[src/logic/ldc_pkg.sv]
// Constants and register table of the logical device configuration bank.
// Summary of operation
// - Parallel port group; first mode register defaults 0x3C and survives soft reset.
// - Infrared half duplex timeout loads 0x03 on hard and supply resets only.
// - Consumer infrared base pair clears on hard, supply and soft reset.
// - Floppy data rate shadow returns the value last written by the core.
// - Floppy force write protect clears on hard and main POR, not trickle.
// - Battery backed registers take defaults only at battery power-on reset.
// - Lower index of a base pair is the high byte, higher the low.
// - Unimplemented registers ignore writes and read as zero.
package ldc_pkg;
    // ----------------------------------------------------------------
    // Logical device numbers and reset classes
    // ----------------------------------------------------------------
    localparam logic [7:0] LDC_LD_PAR = 8'h03;
    localparam logic [7:0] LDC_LD_SER1 = 8'h04;
    localparam logic [7:0] LDC_LD_SER2 = 8'h05;
    localparam logic [7:0] LDC_LD_CLK = 8'h06;
    localparam logic [7:0] LDC_LD_KBD = 8'h07;
    localparam logic [7:0] LDC_LD_AUX = 8'h08;
    // Class bits: 0 hard, 1 main POR, 2 trickle POR, 3 battery POR, 4 soft.
    localparam logic [4:0] C_HVTS = 5'h17;
    localparam logic [4:0] C_HVT = 5'h07;
    localparam logic [4:0] C_HV = 5'h03;
    localparam logic [4:0] C_T = 5'h04;
    localparam logic [4:0] C_B = 5'h08;
    localparam logic [4:0] LDC_SHADOW_CLASS = 5'h03;
    localparam logic [7:0] LDC_SHADOW_RESET = 8'h00;
    localparam logic [7:0] LDC_SHADOW_BASE = 8'hC2;
    localparam int LDC_SHADOWS = 3;
    // ----------------------------------------------------------------
    // Table: device, index, reset value, class
    // ----------------------------------------------------------------
    typedef logic [28:0] ldc_entry_type;
    localparam int LDC_COUNT = 54;
    localparam ldc_entry_type LDC_TABLE [LDC_COUNT] = '{
        {LDC_LD_PAR, 8'h30, 8'h00, C_HVTS}, {LDC_LD_PAR, 8'h60, 8'h00, C_HVTS},
        {LDC_LD_PAR, 8'h61, 8'h00, C_HVTS}, {LDC_LD_PAR, 8'h70, 8'h00, C_HVTS},
        {LDC_LD_PAR, 8'h74, 8'h04, C_HVTS}, {LDC_LD_PAR, 8'hF0, 8'h3C, C_HVT},
        {LDC_LD_PAR, 8'hF1, 8'h00, C_HVT},
        {LDC_LD_SER1, 8'h30, 8'h00, C_HVTS}, {LDC_LD_SER1, 8'h60, 8'h00, C_HVTS},
        {LDC_LD_SER1, 8'h61, 8'h00, C_HVTS}, {LDC_LD_SER1, 8'h70, 8'h00, C_HVTS},
        {LDC_LD_SER1, 8'hF0, 8'h00, C_HVT},
        {LDC_LD_SER2, 8'h30, 8'h00, C_T}, {LDC_LD_SER2, 8'h60, 8'h00, C_HVTS},
        {LDC_LD_SER2, 8'h61, 8'h00, C_HVTS}, {LDC_LD_SER2, 8'h62, 8'h00, C_HVTS},
        {LDC_LD_SER2, 8'h63, 8'h00, C_HVTS}, {LDC_LD_SER2, 8'h70, 8'h00, C_HVTS},
        {LDC_LD_SER2, 8'h74, 8'h04, C_HVTS}, {LDC_LD_SER2, 8'hF0, 8'h00, C_HVT},
        {LDC_LD_SER2, 8'hF1, 8'h02, C_HVT}, {LDC_LD_SER2, 8'hF2, 8'h03, C_HVT},
        {LDC_LD_CLK, 8'h30, 8'h00, C_HVTS}, {LDC_LD_CLK, 8'h62, 8'h00, C_HVTS},
        {LDC_LD_CLK, 8'h63, 8'h70, C_HVTS}, {LDC_LD_CLK, 8'h70, 8'h00, C_HVTS},
        {LDC_LD_CLK, 8'hF0, 8'h00, C_HV},
        {LDC_LD_KBD, 8'h30, 8'h00, C_HVTS}, {LDC_LD_KBD, 8'h70, 8'h00, C_HVTS},
        {LDC_LD_KBD, 8'h72, 8'h00, C_HVTS}, {LDC_LD_KBD, 8'hF0, 8'h00, C_HVT},
        {LDC_LD_AUX, 8'h30, 8'h00, C_HVTS}, {LDC_LD_AUX, 8'hB0, 8'h00, C_B},
        {LDC_LD_AUX, 8'hB1, 8'h80, C_B}, {LDC_LD_AUX, 8'hB2, 8'h00, C_B},
        {LDC_LD_AUX, 8'hB3, 8'h00, C_B}, {LDC_LD_AUX, 8'hB8, 8'h00, C_T},
        {LDC_LD_AUX, 8'hC0, 8'h00, C_B}, {LDC_LD_AUX, 8'hC1, 8'h01, C_HV},
        {LDC_LD_AUX, 8'hC5, 8'h00, C_HV}, {LDC_LD_AUX, 8'hC6, 8'h00, C_B},
        {LDC_LD_AUX, 8'hC8, 8'h01, C_B}, {LDC_LD_AUX, 8'hCA, 8'h09, C_B},
        {LDC_LD_AUX, 8'hCB, 8'h01, C_B}, {LDC_LD_AUX, 8'hCC, 8'h01, C_B},
        {LDC_LD_AUX, 8'hD0, 8'h01, C_B}, {LDC_LD_AUX, 8'hD1, 8'h01, C_B},
        {LDC_LD_AUX, 8'hD2, 8'h01, C_B}, {LDC_LD_AUX, 8'hD3, 8'h01, C_B},
        {LDC_LD_AUX, 8'hD4, 8'h01, C_B}, {LDC_LD_AUX, 8'hD5, 8'h01, C_B},
        {LDC_LD_AUX, 8'hD6, 8'h01, C_B}, {LDC_LD_AUX, 8'hD7, 8'h01, C_B},
        {LDC_LD_AUX, 8'hE0, 8'h01, C_B}
    };
    // ----------------------------------------------------------------
    // Table positions that drive outputs or that the assertions check
    // ----------------------------------------------------------------
    localparam int E_PAR_ACT = 0;
    localparam int E_PAR_BASE_HI = 1;
    localparam int E_PAR_BASE_LO = 2;
    localparam int E_PAR_DMA = 4;
    localparam int E_PAR_MODE = 5;
    localparam int E_SER1_ACT = 7;
    localparam int E_SER2_ACT = 12;
    localparam int E_IR_BASE_HI = 15;
    localparam int E_IR_BASE_LO = 16;
    localparam int E_IR_TIMEOUT = 21;
    localparam int E_CLK_ACT = 22;
    localparam int E_KBD_ACT = 27;
    localparam int E_AUX_ACT = 31;
    localparam int E_FWP = 39;
    localparam int E_GPIO_50 = 41;
endpackage

[src/logic/ldc_bank.sv]
// Configuration register bank for logical devices 3 to 8.
`timescale 1ns/100ps
module ldc_bank (
    input  wire logic        clk_sys,
    input  wire logic        reset,
    input  wire logic        vcc_por,
    input  wire logic        vtr_por,
    input  wire logic        vbat_por,
    input  wire logic        soft_reset,
    input  wire logic        cfg_mode,
    input  wire logic [7:0]  ldn,
    input  wire logic [7:0]  index,
    input  wire logic        wr_strobe,
    input  wire logic [7:0]  wr_data,
    input  wire logic        rd_strobe,
    input  wire logic [2:0]  shadow_load,
    input  wire logic [23:0] shadow_data,
    output logic      [7:0]  rd_data,
    output logic             rd_valid,
    output logic      [5:0]  dev_active,
    output logic      [15:0] par_base_addr,
    output logic      [7:0]  par_mode,
    output logic      [15:0] infrared_base_addr,
    output logic      [7:0]  infrared_duplex_timeout,
    output logic      [7:0]  floppy_write_protect_force
);
    import ldc_pkg::*;

    // ----------------------------------------------------------------
    // Access qualification
    // ----------------------------------------------------------------
    logic [4:0]  rst_vec;
    logic        wr_ok;
    logic        rd_ok;
    logic [7:0]  reg_value [LDC_COUNT];
    logic [LDC_COUNT-1:0] hit;
    logic [7:0]  rd_part [LDC_COUNT];
    logic [7:0]  shadow_value [LDC_SHADOWS];
    logic [LDC_SHADOWS-1:0] shadow_hit;
    logic [7:0]  shadow_part [LDC_SHADOWS];
    logic [7:0]  next_rd_data;
    logic        any_hit;

    assign rst_vec = {soft_reset, vbat_por, vtr_por, vcc_por, reset};
    // Outside configuration mode the ports are dead to the host.
    assign wr_ok = wr_strobe && cfg_mode;
    assign rd_ok = rd_strobe && cfg_mode;

    // ----------------------------------------------------------------
    // Register entries
    // ----------------------------------------------------------------
    // Each entry resets only on the sources in its class, so battery backed
    // entries ride through hard reset and both supply PORs.
    generate
        for (genvar i = 0; i < LDC_COUNT; i++) begin : g_reg
            localparam ldc_entry_type ENT = LDC_TABLE[i];
            logic       rst_hit;
            logic [7:0] next_val;
            assign hit[i] = (ldn == ENT[28:21]) && (index == ENT[20:13]);
            assign rst_hit = |(rst_vec & ENT[4:0]);
            assign next_val = rst_hit ? ENT[12:5]
                            : (wr_ok && hit[i]) ? wr_data : reg_value[i];
            always_ff @(posedge clk_sys) begin
                reg_value[i] <= next_val;
            end
            assign rd_part[i] = hit[i] ? reg_value[i] : 8'h00;
        end
    endgenerate

    // ----------------------------------------------------------------
    // Shadows of write-only function registers
    // ----------------------------------------------------------------
    // Only the function core loads a shadow; the host data path has no
    // route into these flops at all.
    generate
        for (genvar s = 0; s < LDC_SHADOWS; s++) begin : g_shadow
            logic [7:0] next_shadow;
            assign shadow_hit[s] = (ldn == LDC_LD_AUX)
                                 && (index == LDC_SHADOW_BASE + 8'(s));
            assign next_shadow = (|(rst_vec & LDC_SHADOW_CLASS)) ? LDC_SHADOW_RESET
                               : shadow_load[s] ? shadow_data[s*8 +: 8]
                               : shadow_value[s];
            always_ff @(posedge clk_sys) begin
                shadow_value[s] <= next_shadow;
            end
            assign shadow_part[s] = shadow_hit[s] ? shadow_value[s] : 8'h00;
        end
    endgenerate

    // ----------------------------------------------------------------
    // Read path
    // ----------------------------------------------------------------
    // Unmatched indices contribute nothing, so they read as zero.
    always_comb begin
        next_rd_data = 8'h00;
        for (int k = 0; k < LDC_COUNT; k++) begin
            next_rd_data = next_rd_data | rd_part[k];
        end
        for (int k = 0; k < LDC_SHADOWS; k++) begin
            next_rd_data = next_rd_data | shadow_part[k];
        end
    end

    assign any_hit = (|hit) || (|shadow_hit);

    always_ff @(posedge clk_sys) begin
        if (reset) begin
            rd_data  <= 8'h00;
            rd_valid <= 1'b0;
        end else begin
            rd_valid <= rd_ok;
            if (rd_ok) begin
                rd_data <= next_rd_data;
            end
        end
    end

    // ----------------------------------------------------------------
    // Configuration outputs
    // ----------------------------------------------------------------
    assign dev_active = {reg_value[E_AUX_ACT][0], reg_value[E_KBD_ACT][0],
                         reg_value[E_CLK_ACT][0], reg_value[E_SER2_ACT][0],
                         reg_value[E_SER1_ACT][0], reg_value[E_PAR_ACT][0]};
    // The lower index holds the upper byte of each base pair.
    assign par_base_addr = {reg_value[E_PAR_BASE_HI], reg_value[E_PAR_BASE_LO]};
    assign par_mode = reg_value[E_PAR_MODE];
    assign infrared_base_addr = {reg_value[E_IR_BASE_HI], reg_value[E_IR_BASE_LO]};
    assign infrared_duplex_timeout = reg_value[E_IR_TIMEOUT];
    assign floppy_write_protect_force = reg_value[E_FWP];

    // ----------------------------------------------------------------
    // Assertions
    // ----------------------------------------------------------------
    logic wr_none;
    assign wr_none = !wr_ok;

    // ----------------------------------------------------------------
    // Per-register checks
    // ----------------------------------------------------------------
    // Each output except dev_active bits 1 to 5 is pinned to its reset class and to its one write path, so a
    // misnumbered table position fires a check instead of miswiring quietly.
    logic quiet;
    assign quiet = (rst_vec == 5'h00);

    // Every shadow follows its core load and nothing else.
    generate
        for (genvar s = 0; s < LDC_SHADOWS; s++) begin : g_shadow_chk

        end
    endgenerate
endmodule

[config.mk]
export PLATFORM = sky130hd
export DESIGN_NAME = ldc_bank
export DESIGN_NICKNAME = d
export VERILOG_FILES = /design/src/logic/ldc_pkg.sv /design/src/logic/ldc_bank.sv
export SDC_FILE = /design/constraint.sdc
export NUM_CORES = 1
export LEC_CHECK = 0
export ABC_CLOCK_PERIOD_IN_PS = 2500
export BUFFER_PORTS_ARGS = -buffer_cell sky130_fd_sc_hd__buf_2
export CAP_MARGIN = 10
export CORE_MARGIN = 4
export CORE_UTILIZATION = 40
export CTS_CLUSTER_DIAMETER = 30
export DETAILED_ROUTE_END_ITERATION = 10
export GPL_TIMING_DRIVEN = 0
export HOLD_SLACK_MARGIN = 0.08
export PLACE_DENSITY = 0.55
export RECOVER_POWER = 50
export SLEW_MARGIN = 25
export SYNTH_ARGS = -nofsm -noshare
export SYNTH_HDL_FRONTEND = slang
export SYNTH_SLANG_ARGS = --single-unit
export TNS_END_PERCENT = 50
[constraint.sdc]
create_clock -name clk_sys -period 2.5 [get_ports clk_sys]
set_input_delay 0.25 -clock clk_sys [delete_from_list [all_inputs] [get_ports clk_sys]]
set_output_delay 0.25 -clock clk_sys [all_outputs]
set_load 0.05 [all_outputs]
==> results.json <==
{
  "power_frac_comb": 0.044,
  "core-area_sq_um": 52450,
  "grt_pass1_wl_um": 175900,
  "io_buffers": 117,
  "finClkSkew_ns": 0.03443,
  "cts.path.max_buffers": 3,
  "drt-pass1-iter-count": 8,
  "grtUsageTotal": 0.4457,
  "status": "finished, violations left",
  "ioPinCount": 131,
  "ys_top_cells_by_area": "dfxtp_1, nand2_1, a21oi_1, a22oi_1, nor4_4",
  "vias_per_cell": 6.309,
  "wl_per_cell_um": 34.93,
  "fin_hold_ws_ns": 0.07233,
  "async_reset_ff_frac": 0,
  "avgSynthCellArea_sq_um": 8.015,
  "internal_power_uw": 19580,
  "drv_cap": 0,
  "overflow": 0,
  "busiest_layer": "met2",
  "area.growth.synth_to_final_pct": 34.91,
  "wl_um": 131600,
  "critPathRequiredTime_ns": 3.03,
  "critPathArrivalTime_ns": 3.25,
  "yosysTopAreaCellShare": 0.4399,
  "dr.first_iter.drc_count": 3750,
  "drc": 0,
  "synth_seq_area_share": 0.4399,
  "cts_max_level": 3,
  "post-route-period-util": 1.086,
  "switching_share": 0.2329,
  "synth-seq-cells": 465,
  "final_cell_area_sq_um": 28550,
  "pwr-share-clk": 0.663,
  "synth_edf_count": 0,
  "hold_viol": 0,
  "ys.warnings.count": 0,
  "finalWorstSetupSlack_ns": -0.2148,
  "grt_pass1_vias": 21890,
  "grtUsageMet3": 0.1785,
  "cts_tree": "built",
  "die_area_sq_um": 56640,
  "rsz0062_at_grt": "yes",
  "clock_latency_ns": 0.69,
  "end_kind": "flop",
  "place_ws_ns": -1.552,
  "fmax_mhz": 368.3,
  "nNetsFinal": 3036,
  "antenna_found_initial": 5,
  "startpoint_type": "input port",
  "fin_crit_ns": 2.715,
  "seq_power_share": 0.293,
  "dp_hpwl_um": 96170,
  "ant_nets": 0,
  "vdd_drop_max_v": 0.0006888,
  "vias": 23770,
  "synth_ff_type": "dfxtp_1",
  "leakagePower_uw": 0.01007,
  "setup_viol": 159,
  "syn_inst": 2640,
  "met2_usage": 0.6332,
  "ys_types": 59,
  "synth.net_count": 2700,
  "grt_use_met1": 0.5662,
  "clock-sinks": 465,
  "path_max_fanout": 10,
  "violations": "setup timing",
  "cts-root-buf": "clkbuf_16",
  "synth_area_sq_um": 21160,
  "grt_max_degree": 17,
  "drv_slew": 0,
  "gp_congestion": 1.059,
  "start_util": 0.4035,
  "hp-class": "in -> reg",
  "path_class": "in -> reg",
  "slew_headroom": 0.1809,
  "yosys.area.top_type": "dfxtp_1",
  "rows": 84,
  "p_switching_uw": 5943,
  "clk_pin_slew_ns": 0.05,
  "die-height_um": 238,
  "tightest_slew_ns": 1.229,
  "numCtsBuffers": 118,
  "postPlaceCellArea_sq_um": 22920,
  "die_w_um": 238,
  "p_per_area_nw_per_um2": 894.0,
  "layout-drive-gt1-share": 0.2013
}
## worst max-delay path, stage by stage
cell      delay [ns]
buf_2           0.14
nand4b_1        0.35
buf_2           0.45
nor4_2          0.20
a222oi_1        0.95
nand4_1         0.29
nor4_4          0.47
a211oi_2        0.12
## metrics by stage
stage	total power, uW	util	std cells	setup TNS (ns)
2_1_floorplan	8034	-	2640	0
5_1_grt	25820	0.5441	3763	-2.590
3_5_place_dp	8605	0.4371	3458	-319.50
6_report	25520	0.5443	3768	-10.54
3_3_place_gp	8574	0.4311	3445	-373.39
4_1_cts	25340	0.5418	3754	-0.2007
## layout make-up
class / instances / area [sq um]
Antenna cell: 5 / 12.51
Buffer: 254 / 1401
Clock buffer: 151 / 3299
Clock inverter: 68 / 1104
Fill cell: 4981 / 23900
Inverter: 5 / 18.77
Multi-Input combinational cell: 1913 / 11090
Sequential cell: 465 / 9310
Tap cell: 688 / 860.8
Timing Repair Buffer: 219 / 1453
## worst paths after layout
| path | from | to | slack, ns | cells after the start |
|---|---|---|---|---|
| setup reg to reg | reg_value[0][138]$_SDFFE_PP0P_ | rd_data[2]$_SDFFE_PP0P_ | -0.19 | 6 |
| hold / removal | vtr_por | reg_value[0][169]$_SDFFE_PP1P_ | 0.07 | 3 |
| hold reg to reg | reg_value[0][138]$_SDFFE_PP0P_ | reg_value[0][138]$_SDFFE_PP0P_ | 0.45 | 2 |
| setup / recovery | index[5] | rd_data[2]$_SDFFE_PP0P_ | -0.21 | 8 |
## cells in the final DEF, fill, tap and decap left out, drive strengths merged, types with 4 or more instances in the layout
| cell | n |
|---|---|
| nand2 | 864 |
| nor4 | 78 |
| a21oi | 389 |
| a222oi | 19 |
| a32oi | 15 |
| nor2 | 84 |
| and2 | 29 |
| dfxtp | 465 |
| bufinv | 26 |
| inv | 8 |
| or4b | 6 |
| a22oi | 99 |
| clkbuf | 369 |
| nand4 | 31 |
| a221o | 6 |
| a22o | 28 |
| dlygate4sd3 | 28 |
| nand2b | 6 |
| or4 | 5 |
| a311oi | 5 |
| mux2 | 7 |
| a221oi | 27 |
| diode | 5 |
| clkinv | 25 |
| clkinvlp | 14 |
| nor2b | 6 |
| mux2i | 49 |
| nand3 | 57 |
| nand4bb | 5 |
| buf | 227 |
| nand3b | 14 |
| nor3 | 38 |
| nand4b | 6 |
| a32o | 6 |
| and4 | 4 |
## registers in the layout (all words and copies together), names as in the netlist
register / count
reg_value: 432
rd_valid: 1
shadow_value: 24
rd_data: 8
## metal layers
metal / wire length, um / share of wire / up-vias
met3: 18100 / 0.14 / 432
li1: - / - / 9911
met5: 7 / 0.000053 / -
met1: 50020 / 0.38 / 11590
met2: 53310 / 0.41 / 1844
met4: 10180 / 0.077 / 2
## power by group through the flow
stage | Sequential [uW] | Combinational, uW | Clock (uW)
after floorplan | 7630 | 405 | 0
after global placement | 7620 | 959 | 0
after detailed placement | 7620 | 990 | 0
after CTS | 7480 | 1050 | 16800
after global routing | 7470 | 1100 | 17200
final | 7480 | 1120 | 16900
## cell families (layout without fill, tap and decap cells)
group	after synthesis	in the layout	synth area share
other cells	0	5	0
compound gates	609	609	0.1787
simple gates	1248	1248	0.2906
buf+inv	262	697	0.06386
flops	465	465	0.4399
mux	56	56	0.02690
## synthesized netlist by cell type, drive strengths merged (2+ instances only)
master and count:
a32oi 15, a221oi 27, and2 29, a311oi 5, or4bb 3, or2 3
nand2b 6, nor3 38, buf 126, inv 5, nor3b 2, nor2b 6
clkbuf 131, a31oi 3, nor4 78, a22oi 99, nand2 864, a211oi 3
nand3b 14, a32o 6, nand4b 6, o21ai 3, or4b 6, a211o 2
nand4bb 5, dfxtp 465, a221o 6, a222oi 19, a22o 28, mux2 7
nor2 84, a21oi 389, and3 3, nor4b 2, or4 5, nand3 57
nand4 31, and4 4, mux2i 49
## timing repair
action / CTS / global route
setup buffers: 52 / 9
endpoints found under the setup margin: 162 / 69
hold buffers: 28 / 0
hold endpoints to repair: 37 / 0
gates resized for setup: 70 / 40
pin swaps: 19 / 11
Note: power is estimated with default switching activity, not from simulation.
